**src/sjtap_pkg.sv**
```systemverilog
// Contract
// - full standard tap state machine and paths
// - sample inputs on rising, outputs on falling
// - tms and tdi pulled up, read high
// - tdi enters register msb
// - tdo is lsb, driven only while shifting
// - instruction selects exactly one scan register
// - five tms-high edges force reset state
// - tap reset never touches sram operation
// - power-up reset, tdo comes up hi-z
// - three-bit instruction register, shifted in shift-ir
// - idcode loaded at power-up and reset
// - capture-ir loads 01 into low bits
// - single-bit bypass register, cleared under bypass
// - new instruction takes effect at update-ir
// - idcode instruction captures 32-bit hardwired code
package sjtap_pkg;
   localparam int IR_W = 3;
   localparam int ID_W = 32;
   localparam int BSR_W = 109;
   localparam logic [2:0] INS_EXTEST = 3'h0;
   localparam logic [2:0] INS_IDCODE = 3'h1;
   localparam logic [2:0] INS_SAMPLEZ = 3'h2;
   localparam logic [2:0] INS_SAMPLE = 3'h4;
   localparam logic [2:0] INS_BYPASS = 3'h7;
   localparam logic [1:0] IR_CAPTURE = 2'h1;
   localparam int BSR_OE_BIT = 108;
   localparam int RESET_TMS_EDGES = 5;
   localparam int SYNC_STAGES = 3;
   typedef enum logic [3:0] {
      ST_RESET, ST_IDLE, ST_SEL_DR, ST_CAP_DR, ST_SH_DR, ST_EX1_DR, ST_PAU_DR, ST_EX2_DR,
      ST_UPD_DR, ST_SEL_IR, ST_CAP_IR, ST_SH_IR, ST_EX1_IR, ST_PAU_IR, ST_EX2_IR, ST_UPD_IR
   } sjtap_state_t;
endpackage

```
**src/sjtap_sync.sv**
```systemverilog
`timescale 1ns/1ps
`default_nettype none
module sjtap_sync
   import sjtap_pkg::*;
#(
   parameter logic INIT = 1'b1
)
(
   input wire logic clk,
   input wire logic rst_b,
   input wire logic din,
   output logic dout,
   output logic rise,
   output logic fall
);
   logic [SYNC_STAGES-1:0] stage;
   logic agree;
   assign agree = (stage[1] == stage[2]);
   always_ff @(posedge clk or negedge rst_b)
   begin
      if (!rst_b)
      begin
         stage <= {SYNC_STAGES{INIT}};
         dout <= INIT;
         rise <= 1'b0;
         fall <= 1'b0;
      end
      else
      begin
         stage <= {stage[SYNC_STAGES-2:0], din};
         // change counts only once the second and third stages agree
         dout <= agree ? stage[2] : dout;
         rise <= agree && stage[2] && !dout;
         fall <= agree && !stage[2] && dout;
      end
   end
endmodule // sjtap_sync
`default_nettype wire

```
**src/sjtap_top.sv**
```systemverilog
`timescale 1ns/1ps
`default_nettype none
module sjtap_top
   import sjtap_pkg::*;
#(
   parameter logic [ID_W-1:0] ID_CODE = 32'h0000_0001 // arbitrary value
)
(
   input wire logic clk,
   input wire logic rst_b,
   input wire logic tck,
   input wire logic tms,
   input wire logic tdi,
   input wire logic [BSR_W-1:0] pinSample,
   output logic tdo,
   output logic tdoOe_b,
   output logic [BSR_W-1:0] bsrLatch,
   output logic extestActive,
   output logic outBusHiZ
);
   logic tmsS, tdiS, tckS, tckRise, tckFall;
   sjtap_state_t state, next_state;
   logic [IR_W-1:0] irShift, irCur;
   logic [ID_W-1:0] idShift;
   logic [BSR_W-1:0] bsrShift;
   logic bypassReg;
   // tck idle low keeps the port dormant; tms/tdi reset high as if pulled up
   sjtap_sync #(.INIT(1'b1)) uTms (.clk(clk), .rst_b(rst_b), .din(tms), .dout(tmsS),
      .rise(), .fall());
   sjtap_sync #(.INIT(1'b1)) uTdi (.clk(clk), .rst_b(rst_b), .din(tdi), .dout(tdiS),
      .rise(), .fall());
   sjtap_sync #(.INIT(1'b0)) uTck (.clk(clk), .rst_b(rst_b), .din(tck), .dout(tckS),
      .rise(tckRise), .fall(tckFall));
   // standard sixteen-state walk; five tms-high edges reach reset from anywhere
   always_comb
   begin
      next_state = state;
      unique case (state)
         ST_RESET: next_state = tmsS ? ST_RESET : ST_IDLE;
         ST_IDLE: next_state = tmsS ? ST_SEL_DR : ST_IDLE;
         ST_SEL_DR: next_state = tmsS ? ST_SEL_IR : ST_CAP_DR;
         ST_CAP_DR: next_state = tmsS ? ST_EX1_DR : ST_SH_DR;
         ST_SH_DR: next_state = tmsS ? ST_EX1_DR : ST_SH_DR;
         ST_EX1_DR: next_state = tmsS ? ST_UPD_DR : ST_PAU_DR;
         ST_PAU_DR: next_state = tmsS ? ST_EX2_DR : ST_PAU_DR;
         ST_EX2_DR: next_state = tmsS ? ST_UPD_DR : ST_SH_DR;
         ST_UPD_DR: next_state = tmsS ? ST_SEL_DR : ST_IDLE;
         ST_SEL_IR: next_state = tmsS ? ST_RESET : ST_CAP_IR;
         ST_CAP_IR: next_state = tmsS ? ST_EX1_IR : ST_SH_IR;
         ST_SH_IR: next_state = tmsS ? ST_EX1_IR : ST_SH_IR;
         ST_EX1_IR: next_state = tmsS ? ST_UPD_IR : ST_PAU_IR;
         ST_PAU_IR: next_state = tmsS ? ST_EX2_IR : ST_PAU_IR;
         ST_EX2_IR: next_state = tmsS ? ST_UPD_IR : ST_SH_IR;
         ST_UPD_IR: next_state = tmsS ? ST_SEL_DR : ST_IDLE;
      endcase
   end
   wire selId = (irCur == INS_IDCODE);
   wire selBsr = (irCur == INS_EXTEST) || (irCur == INS_SAMPLE) || (irCur == INS_SAMPLEZ);
   // reserved codes fall to bypass so the chain never breaks
   wire selByp = !selId && !selBsr;
   wire capDr = (state == ST_CAP_DR);
   wire shDr = (state == ST_SH_DR);
   wire updDr = (state == ST_UPD_DR);
   wire shIr = (state == ST_SH_IR);
   wire shifting = shDr || shIr;
   wire serialOut = shIr ? irShift[0] : selId ? idShift[0] : selBsr ? bsrShift[0] :
      bypassReg;
   // everything here is on the test clock only; sram paths are untouched
   always_ff @(posedge clk or negedge rst_b)
   begin
      if (!rst_b)
      begin
         state <= ST_RESET;
         irCur <= INS_IDCODE;
         irShift <= INS_IDCODE;
      end
      else if (tckRise)
      begin
         state <= next_state;
         // act on entry so the fall inside reset or update already sees the new code
         if (next_state == ST_RESET)
            irCur <= INS_IDCODE;
         else if (next_state == ST_UPD_IR)
            irCur <= irShift;
         if (state == ST_CAP_IR)
            irShift <= {irShift[IR_W-1:2], IR_CAPTURE};
         else if (shIr)
            irShift <= {tdiS, irShift[IR_W-1:1]};
      end
   end
   always_ff @(posedge clk or negedge rst_b)
   begin
      if (!rst_b)
      begin
         idShift <= '0;
         bsrShift <= '0;
         bypassReg <= 1'b0;
      end
      else if (tckRise && selId && (capDr || shDr))
         idShift <= capDr ? ID_CODE : {tdiS, idShift[ID_W-1:1]};
      else if (tckRise && selBsr && (capDr || shDr))
         bsrShift <= capDr ? pinSample : {tdiS, bsrShift[BSR_W-1:1]};
      else if (tckRise && selByp && (capDr || shDr))
         bypassReg <= capDr ? 1'b0 : tdiS;
   end
   // bus control follows the latch value written on the same fall, not the stale one
   wire [BSR_W-1:0] next_bsrLatch = (state == ST_RESET) ? '0 :
      (updDr && selBsr) ? bsrShift : bsrLatch;
   // latches and tdo move on the tck falling edge
   always_ff @(posedge clk or negedge rst_b)
   begin
      if (!rst_b)
      begin
         tdo <= 1'b1;
         tdoOe_b <= 1'b1;
         bsrLatch <= '0;
         extestActive <= 1'b0;
         outBusHiZ <= 1'b0;
      end
      else if (tckFall)
      begin
         tdo <= serialOut;
         tdoOe_b <= !shifting;
         bsrLatch <= next_bsrLatch;
         extestActive <= (irCur == INS_EXTEST);
         // the oe cell idles low, which under extest floats the q-bus
         outBusHiZ <= (irCur == INS_SAMPLEZ) ||
            ((irCur == INS_EXTEST) && !next_bsrLatch[BSR_OE_BIT]);
      end
   end
endmodule // sjtap_top
`default_nettype wire

```
**config.mk**
```make
export PLATFORM = sky130hd
export DESIGN_NAME = sjtap_top
export DESIGN_NICKNAME = d
export VERILOG_FILES = /design/src/sjtap_pkg.sv /design/src/sjtap_sync.sv /design/src/sjtap_top.sv
export SDC_FILE = /design/constraint.sdc
export NUM_CORES = 1
export LEC_CHECK = 0
export BUFFER_PORTS_ARGS = -buffer_cell sky130_fd_sc_hd__buf_4
export CAP_MARGIN = 10
export CORE_MARGIN = 4
export CORE_UTILIZATION = 50
export DETAILED_ROUTE_END_ITERATION = 12
export GPL_TIMING_DRIVEN = 0
export PLACE_DENSITY = 0.73
export SLEW_MARGIN = 10
export SYNTH_ARGS = -nofsm -noshare
export SYNTH_HDL_FRONTEND = slang
export SYNTH_SLANG_ARGS = --single-unit
```
**constraint.sdc**
```tcl
create_clock -name clk -period 1.8 [get_ports clk]
set_input_delay 0.09 -clock clk [delete_from_list [all_inputs] [get_ports clk]]
set_output_delay 0.09 -clock clk [all_outputs]
set_load 0.005 [all_outputs]
```
# [After elaboration in Yosys (flattened, before gate mapping)]
# Cells that the tools add are included.
[totals] wordCells=110 ff_bits=279 out_inout_bits=113 in_bits=114
[op_classes] reduce_logical=39 n_bitwise=3 muxes=25 n_eq_ne=22
[ops] cell="$mux W109" n=3
[ops] cell="$pmux W4 S12" n=1
[ops] cell="$eq A4 B4 Y1 const B" n=9
[ops] cell="$mux W32" n=1
[ops] cell="$eq A4 B3 Y1 const B" n=4
[ops] cell="$mux W4" n=4
[ops] cell="$logic_and A1 B1 Y1" n=13
[ops] cell="$mux W3" n=4
[ops] cell="$mux W2" n=5
[ops] cell="$eq A4 B2 Y1 const B" n=2
[ops] cell="$logic_not A4 Y1" n=2
[ops] cell="$reduce_and A2 Y1" n=4
[ops] cell="$mux W1" n=7
[ops] cell="$logic_not A1 Y1" n=6
[ops] cell="$reduce_and A3 Y1" n=2
[ops] cell="$reduce_bool A2 Y1" n=3
[ops] cell="$logic_or A1 B1 Y1" n=5
[ops] cell="$eq A4 B1 Y1 const B" n=1
[ops] cell="$reduce_or A2 Y1" n=2
[ops] cell="$eq A1 B1 Y1" n=3
[ops] cell="$eq A3 B1 Y1 const B" n=1
[ops] cell="$eq A3 B2 Y1 const B" n=1
[ops] cell="$eq A3 B3 Y1 const B" n=1
[ops] cell="$logic_not A3 Y1" n=1
[ops] cell="other kinds (2)" n=4

# [Longest topological paths before layout]
# Gate-level depths: netlist (run 1).
[depth] depth_word=9 ltp_mapped=9 ltp_nobuf=4

# [Modules after synthesis]
# A second synthesis (run 1) with hierarchy kept.
[hier_totals] hier_cells=1012 area_unflattened_um2=11733.8
[by_module_without_submodules] mod="sjtap_top" cells_per_inst=973 area_each_um2=11093.1 instances=1 seq_area_each_um2=6636.4
[by_module_without_submodules] mod="sjtap_sync at uTdi ..." cells_per_inst=13 area_each_um2=215.2 instances=2 seq_area_each_um2=155.1
[by_module_without_submodules] mod="sjtap_sync at uTck" cells_per_inst=13 area_each_um2=210.2 instances=1 seq_area_each_um2=150.1

# [Least setup slack after synthesis (run 1)]
# OpenSTA, ideal clock, no wires.
[synth_path] kind="reg2reg" start="reg irCur[0]" end="reg bsrLatch[100]" arrival_ns=1.575 slack_ns=0.104 n_path_buf=3 t_required_ns=1.679 stages_incl_launch_ff=8 path_cell_list="dfstp_2 -> a21oi_1 -> and3_4 -> and2_1 -> buf_4 -> buf_4 -> buf_6 -> a22o_1"
[synth_between] elab_chain_cells=6 elab_cells_between_ends=8 classes_between="eq/ne: 2; reduce/logical: 6"
[synth_lines] element="start, declared" line_no="sjtap_top.sv:23" text="logic [IR_W-1:0] irShift, irCur;"
[synth_lines] element="start signal, assigned" line_no="sjtap_top.sv:84" text="irCur <= irShift;"
[synth_lines] element="$eq A3 B3 Y1 / $logic_not A3 Y1 (equally long branches)" line_no="sjtap_top.sv:58" text="wire selBsr = (irCur == INS_EXTEST) || (irCur == INS_SAMPLE) || (irCur == INS_SAMPLEZ);"
[synth_lines] element="$logic_or A1 B1 Y1" line_no="sjtap_top.sv:58"
[synth_lines] element="$logic_or A1 B1 Y1 (*)" line_no="sjtap_top.sv:58"
[synth_lines] element="$logic_and A1 B1 Y1 (*)" line_no="sjtap_top.sv:108" text="(updDr && selBsr) ? bsrShift : bsrLatch;"
[synth_lines] element="$reduce_bool A2 Y1 (no source line) (*)"
[synth_lines] element="$reduce_and A2 Y1 (no source line) (*)"
[synth_lines] element="end signal, assigned" line_no="sjtap_top.sv:124" text="bsrLatch <= next_bsrLatch;"
[synth_lines] element="end, declared" line_no="sjtap_top.sv:17" text="output logic [BSR_W-1:0] bsrLatch,"
# Every way passes the cells marked *; elsewhere a longest branch is shown, timed or not.
# A chain may end at the register's enable or synchronous reset.

# [Worst setup path after layout (run 1)]
[layout_path] start="reg state[3]" end="reg bsrShift[71]"
[layout_between] elab_chain_cells=5 elab_cells_between_ends=8 classes_between="eq/ne: 2; mux: 1; bitwise: 1; reduce/logical: 4"
[layout_lines] element="start, declared" line_no="sjtap_top.sv:22" text="sjtap_state_t state, next_state;"
[layout_lines] element="start signal, assigned" line_no="sjtap_top.sv:79" text="state <= next_state;"
[layout_lines] element="$eq A4 B2 Y1 / $eq A4 B3 Y1 (equally long branches)" line_no="sjtap_top.sv:61, sjtap_top.sv:62"
[layout_lines] element="$logic_or A1 B1 Y1" line_no="sjtap_top.sv:99, sjtap_top.sv:101"
[layout_lines] element="$logic_and A1 B1 Y1" line_no="sjtap_top.sv:99" text="else if (tckRise && selId && (capDr || shDr))"
[layout_lines] element="$not A1 Y1 (no source line)"
[layout_lines] element="$reduce_and A2 Y1 (no source line)"
[layout_lines] element="end signal, assigned" line_no="sjtap_top.sv:102" text="bsrShift <= capDr ? pinSample : {tdiS, bsrShift[BSR_W-1:1]};"
[layout_lines] element="end, declared" line_no="sjtap_top.sv:25" text="logic [BSR_W-1:0] bsrShift;"
# Several ways; a longest one is shown, not always the timed one.

==> summary.md, run 1 <==
| Metric | Value |
|---|---|
| Cell area power density | `approximately 1400 mW/mm2` |
| Area grow syn2layout | `43.5%` |
| Register bit total from synthesis | `~280` |
| CTS tree | `done` |
| Final period util | `100%` |
| Crit path largest cell delay | `0.44 ns` |
| Status | `finished, violations left` |
| Via Count | `9,403` |
| Buf/Inv on CP | `4` |
| Initial antenna violation count | `0` |
| Top-count cell post-synth | `dfrtp_1` |
| Cell Rows | `55` |
| DP Area | `between 0.01 and 0.015 mm2` |
| Share of synthesized flip-flops with an asynchronous set or reset | `100%` |
| Sw frac | `31.2%` |
| NetSw | `0.00698 W` |
| CP Capture Type | `register` |
| Kind of critical path | `register to register` |
| Fin crit period | `1.80 ns` |
| Post-layout power | `0.0224 W` |
| Clock Tree Root | `clkbuf_16` |
| ANT cells | `0` |
| Register area share after synthesis | `roughly three fifths` |
| Headroom to the max-slew limit | `a little over half` |
| Router iterations before antenna repair | `5` |
| Antenna-violating nets left | `0` |
| Starting Density | `slightly above 50%` |
| Fmax | `about 550 MHz` |
| Failing checks | `negative setup slack` |
| Dominant cell type by area after synthesis | `dfrtp_1` |
| Global-route usage over all layers | `a little under a quarter` |
| Final Max Slew Viols | `0` |
| RePlAce Congestion | `approximately 0.81` |
| CP top delay family | `buffers and inverters` |
| Top cells by count, synth | `dfrtp_1, nand2_1, o21ai_0` |
| Core ar. | `0.0226 mm2` |
| Clock sinks | `around 280` |
| WL/cell | `between 15 and 20 um` |
| Vias in the first global route | `between 9,000 and 10,000` |
| Worst-skew pair later-pin latency | `roughly 0.55 ns` |
| Critical Path RT | `2.23 ns` |
| Hold WS | `around 0.11 ns` |
| DR iter-0 viols | `between 500 and 600` |
| Post-route design area | `between 0.015 and 0.02 mm2` |
| Top FF cell, synth | `dfrtp_1` |
| Post-Syn Area | `approximately 0.012 mm2` |
| Residual DRC count | `0` |
| Slowest cell on crit path | `dfrtp_2` |
| Die height | `between 150 and 200 um` |
| First-pass GRT wire length | `50,900 um` |
| WP data arrival | `~2.2 ns` |
| Total grt overflow | `0` |
| Maximum vdd drop | `0.000817 V` |
| Least-Margin Pin Slew | `between 0.7 and 0.8 ns` |
| Max Cap Viol | `0` |
| Fin cells | `1,702` |
| Largest net degree at the start of global routing | `96` |
| Comb power frac | `~28%` |
| Inst Count DP | `1,510` |
| # H-tree levels | `1` |
| Die ar. | `roughly 0.025 mm2` |
| Clock power frac | `approximately 28%` |
| Vias/cell | `5.52` |
| Worst Path Max Fanout | `10` |
| Detailed placer's ending HPWL | `approximately 20,000 um` |
| WP depth | `8` |
| Die X | `between 150 and 200 um` |
| Flop pwr share | `between 40% and 50%` |
| Post-synthesis cell type count | `50` |
| Mean Syn Cell Area | `between 10 and 15 um2` |
| Setup Viol. Count Final | `1` |
| Final Hold Viols | `0` |
| RSZ-0062 raised after global routing | `true` |
| # fillers | `1,488` |
| Internal power | `around 0.015 W` |
| Post-Route WL | `~32,000 um` |
| Crit-path cells | `buf_4 > nor2_4 > and3_4 > buf_12 > buf_12 > buf_12 > mux2i_4 > o21ai_1` |
| Hold Path Class | `input port to asynchronous set/reset pin` |
| EDFF count, synth | `0` |
| Synth top area share | `58.1%` |
| Synth warnings | `0` |
| Most frequent CP cell | `buf_12` |
| Depth of the worst register-to-register path | `8` |
| Clock transition at path regs | `about 0.060 ns` |
| CP Launch Type | `register` |
| I/O pins | `227` |
| Final worst setup slack | `-0.00420 ns` |
| P_leak | `7.89 nW` |
| Cells after Synth | `between 900 and 1,000` |
| Port Buffer Count | `226` |
| Syn nets | `roughly 1,100` |
| TritonCTS buffer count | `30` |
| CTS Buffer Depth | `3` |
| Ranking of synthesized cells by area | `dfrtp_1, mux2i_1, a22o_1, nand2_1, o21ai_0` |
| Share of cells above drive strength 1 | `roughly 30%` |
| Nets | `around 1,500` |
| Skew final | `roughly 0.024 ns` |
[worst paths after layout]
kind / startpoint / slack, ns / endpoint
max: state[3] / -0.004 / bsrShift[71]
max reg2reg: state[3] / -0.004 / bsrShift[71]
min in group clk: tdi / 0.21 / uTdi.stage[0]
min: rst_b / 0.11 / bsrLatch[30]
min reg2reg: uTdi.stage[0] / 0.36 / uTdi.stage[1]
max in group asynchronous: rst_b / 0.32 / idShift[27]
[stage by stage]
| stage | setup TNS [ns] | util (%) | worst slack, ns |
|---|---|---|---|
| floorplan | 0 | - | 0.104 |
| global placement | -536.21 | 59.9 | -1.76 |
| detailed placement | -72.61 | 60.1 | -0.563 |
| CTS | -1.16 | 70.7 | -0.0540 |
| global route | -1.63 | 72.9 | -0.0833 |
| finish | -0.00420 | 72.9 | -0.00420 |
[registers in the layout, indices dropped and copies added, names as in the netlist]
register      flops
bsrShift        109
uTck.dout         1
uTck.rise         1
bsrLatch        109
bypassReg         1
uTdi.stage        3
uTck.stage        3
uTdi.dout         1
idShift          32
outBusHiZ         1
tdoOe_b           1
irCur             3
uTck.fall         1
tdo               1
state             4
uTms.stage        3
uTms.dout         1
extestActive      1
irShift           3
[per-layer routing]
layer	vias to the layer above	part of all wire (%)	global-route usage [%]
met5	-	0	0
met2	320	49	39.0
met1	4691	43	33.1
li1	4330	-	-
met3	62	6.2	5.06
met4	0	2.2	6.39
[layout make-up]
| type | instances | area [um2] | share of cell area, % |
|---|---|---|---|
| Clock inverter | 11 | 136 | 0.826 |
| Inverter | 9 | 33.8 | 0.205 |
| Clock buffer | 45 | 878 | 5.32 |
| Sequential cell | 279 | 7000 | 42.4 |
| Buffer | 77 | 714 | 4.33 |
| Tap cell | 285 | 357 | 2.16 |
| Timing Repair Buffer | 365 | 3200 | 19.4 |
| Multi-Input combinational cell | 631 | 4180 | 25.4 |
[what timing repair did]
action	4_1_cts	5_1_grt
pin swaps	2	3
resized for setup	50	150
endpoints found under the hold margin	202	0
cloned	0	6
buffers inserted	9	9
setup endpoints to repair	249	241
hold buffers	113	0
[power groups by stage]
stage / Clock [W] / Combinational (W) / Sequential (W)
2_1_floorplan: 0 / 0.00332 / 0.00934
3_3_place_gp: 0 / 0.00513 / 0.00968
3_5_place_dp: 0 / 0.00534 / 0.00972
4_1_cts: 0.00634 / 0.00590 / 0.00968
5_1_grt: 0.00662 / 0.00701 / 0.00998
6_report: 0.00624 / 0.00635 / 0.00976
[cells in the final DEF, fill, tap and decap left out, types with 3 or more instances in the layout]
master,synthesis,layout
buf_8,0,14
mux2i_1,112,109
bufinv_16,0,3
mux2_2,4,4
clkbuf_2,0,20
buf_2,32,7
buf_4,6,245
dfrtp_1,267,263
buf_6,5,16
nor2b_1,6,5
a31oi_1,3,3
clkbuf_16,0,36
o21ai_1,20,29
dfstp_2,12,12
o21ai_0,129,118
a22o_1,109,109
dlygate4sd3_1,0,113
clkbuf_1,33,13
clkinv_2,0,6
nand3_1,4,3
buf_12,0,8
nand2b_1,7,7
clkbuf_4,0,6
inv_1,9,9
dfrtp_2,0,4
nand2_1,182,181
clkbuf_8,0,6
a21oi_1,12,11
[logic make-up (layout without fill, tap and decap cells)]
family                     after synthesis  count (layout)  synth area share, %
AOI/OAI and AO/OA                      286             286                 16.5
adders and majority gates                4               4                0.392
buffers and inverters                   87             507                 3.71
DFF                                    279             279                 60.8
muxes                                  117             117                 10.2
and+or+nand+nor                        224             224                 8.34
(Power assumes the default switching activity.)
==> run 2: changes to the inputs <==
Settings changed: CORE_ASPECT_RATIO from default to 0.75, SYNTH_HIERARCHICAL from default to 1.
==> summary.md, run 2 <==
| Metric | Value |
|---|---|
| NetSw | `just under 0.007 W` |
| Critical Path RT | `~2.2 ns` |
| Reg-to-Reg End | `bsrLatch[107]` |
| Global-route usage over all layers | `between 20% and 30%` |
| Nets | `roughly 1,500` |
| RR Startpoint | `state[3]` |
| I/O pins | `227` |
| CP Launch Type | `register` |
| Final Hold Viols | `0` |
| Most frequent cells in the layout | `dfrtp_1, buf_4, nand2_1` |
| CP top delay family | `buffers and inverters` |
| Area grow syn2layout | `41.7%` |
| Hold Path Class | `input port to asynchronous set/reset pin` |
| P_leak | `7.88 nW` |
| Crit-path cells | `buf_6 > nor2b_4 > and3_4 > and2_4 > buf_12 > buf_8 > buf_12 > a22o_1` |
| Skew final | `0.0153 ns` |
| Initial antenna violation count | `0` |
| Crit path largest cell delay | `approximately 0.37 ns` |
| Clock Tree Root | `clkbuf_16` |
| Cells after Synth | `between 1,000 and 1,500` |
| Cell Rows | `47` |
| Router iterations before antenna repair | `5` |
| Commonest non-fill, non-tap cell in the layout | `dfrtp_1` |
| Least-Margin Pin Slew | `approximately 0.60 ns` |
| Clock transition at path regs | `approximately 0.07 ns` |
| CTS tree | `done` |
| Post-Route WL | `~32,000 um` |
| Die height | `around 140 um` |
| DR iter-0 viols | `roughly 670` |
| WL/cell | `approximately 19 um` |
| Max Cap Viol | `0` |
| Fin crit period | `approximately 1.8 ns` |
| Buf/Inv on CP | `4` |
| Vias in the first global route | `~9,300` |
| Post-layout power | `0.0225 W` |
| Synth warnings | `6` |
| Internal power | `roughly 0.016 W` |
| Syn nets | `about 1,100` |
| RSZ-0062 raised after global routing | `true` |
| Maximum vdd drop | `just over 0.0008 V` |
| Die ar. | `between 0.02 and 0.03 mm2` |
| Clock sinks | `between 200 and 300` |
| Setup_tns | `0 ns` |
| Status | `finished, final reports clean` |
| RePlAce Congestion | `~0.8` |
| First-pass GRT wire length | `between 50,000 and 60,000 um` |
| Clock power frac | `about a quarter` |
| Worst Path Max Fanout | `8` |
| R2R setup slack | `0.03 ns` |
| Comb power frac | `29.4%` |
| Post-Syn Area | `around 0.012 mm2` |
| Worst-skew pair later-pin latency | `approximately 0.53 ns` |
| Largest net degree at the start of global routing | `roughly 110` |
| Fmax | `565 MHz` |
| Starting Density | `just over 50%` |
| Share of cells above drive strength 1 | `between 20% and 30%` |
| TritonCTS buffer count | `28` |
| Mean Syn Cell Area | `11.6 um2` |
| CTS Buffer Depth | `3` |
| Port Buffer Count | `between 200 and 250` |
| Sw frac | `a little under a third` |
| Die X | `between 150 and 200 um` |
| Headroom to the max-slew limit | `60.1%` |
| Kind of critical path | `register to register` |
| Antenna-violating nets left | `0` |
| Flop pwr share | `44.2%` |
| Via Count | `around 9,400` |
| Residual DRC count | `0` |
| Slowest cell on crit path | `dfrtp_1` |
| Total grt overflow | `0` |
| Biggest regs | `bsrLatch x109, bsrShift x109, idShift x32` |
| WP data arrival | `roughly 2.2 ns` |
| Final period util | `between 90% and 100%` |
| Depth of the worst register-to-register path | `8` |
| Cell area power density | `around 1400 mW/mm2` |
| CP Capture Type | `register` |
| Vias/cell | `5.48` |
| Final Max Slew Viols | `0` |
| Most frequent CP cell | `buf_12` |
| # fillers | `1,537` |
| Core ar. | `between 0.02 and 0.025 mm2` |
| # H-tree levels | `1` |
| Detailed placer's ending HPWL | `about 20,000 um` |
| Setup Viol. Count Final | `0` |
## run 2: worst reg2reg max path, stage by stage, from the launching register on
cell	delay [ns]
dfrtp_1	0.37
buf_6	0.14
nor2b_4	0.13
and3_4	0.18
and2_4	0.19
buf_12	0.15
buf_8	0.13
buf_12	0.13
a22o_1	0.24
## run 2: worst max path at each step
stage                   from            end  slack (ns)  cells after the start
finish              state[3]  bsrLatch[107]        0.03                      8
floorplan           state[3]  bsrLatch[100]        0.09                      8
detailed placement  state[3]   bsrLatch[80]       -0.59                      6
global placement       rst_b   bsrLatch[61]       -1.75                      1
global route        state[1]   bsrShift[90]       -0.04                      8
CTS                 state[2]   bsrShift[32]       -0.01                      7
## run 2: routing by layer
layer	GRT usage, %	vias up	wire (um)
met2	38.1	319	14900
li1	-	4344	-
met4	5.87	0	788
met3	3.91	55	2010
met1	36.4	4655	14700
met5	0	-	0
## run 2: power by group through the flow
| stage | registers, W | logic (W) | clock network (W) |
|---|---|---|---|
| floorplan | 0.00963 | 0.00314 | 0 |
| global placement | 0.00991 | 0.00565 | 0 |
| detailed placement | 0.00993 | 0.00585 | 0 |
| CTS | 0.00988 | 0.00644 | 0.00606 |
| global route | 0.0102 | 0.00728 | 0.00634 |
| finish | 0.00996 | 0.00663 | 0.00595 |
## run 2: final cells by class
type | count | area [um2] | area share [%]
clock inverter | 7 | 85.1 | 0.518
tap | 294 | 368 | 2.24
clock buffer | 45 | 866 | 5.28
inverter | 12 | 45.0 | 0.274
sequential | 279 | 7000 | 42.7
buffer | 77 | 682 | 4.15
timing repair buffer | 363 | 3150 | 19.2
multi-input combinational | 632 | 4220 | 25.7
antenna | 1 | 2.50 | 0.0152
## run 2: timing repair
action,in CTS,in global routing
gates cloned,3,2
gates resized for setup,91,80
hold endpoints to repair,175,0
hold buffers,113,0
endpoints found under the setup margin,250,236
pin swaps,5,8
setup buffers,12,6
## run 2: through the flow
step / utilization, % / setup slack, ns / cells / cell area [um2] / hold slack (ns)
2_1_floorplan: - / 0.0915 / 1002 / 11600 / -0.206
3_3_place_gp: 60.9 / -1.75 / 1522 / 13600 / 0.199
3_5_place_dp: 61.2 / -0.588 / 1524 / 13700 / 0.0787
4_1_cts: 72.4 / -0.0115 / 1703 / 16200 / 0.101
5_1_grt: 73.2 / -0.0430 / 1709 / 16400 / 0.150
6_report: 73.3 / 0.0305 / 1710 / 16400 / 0.112
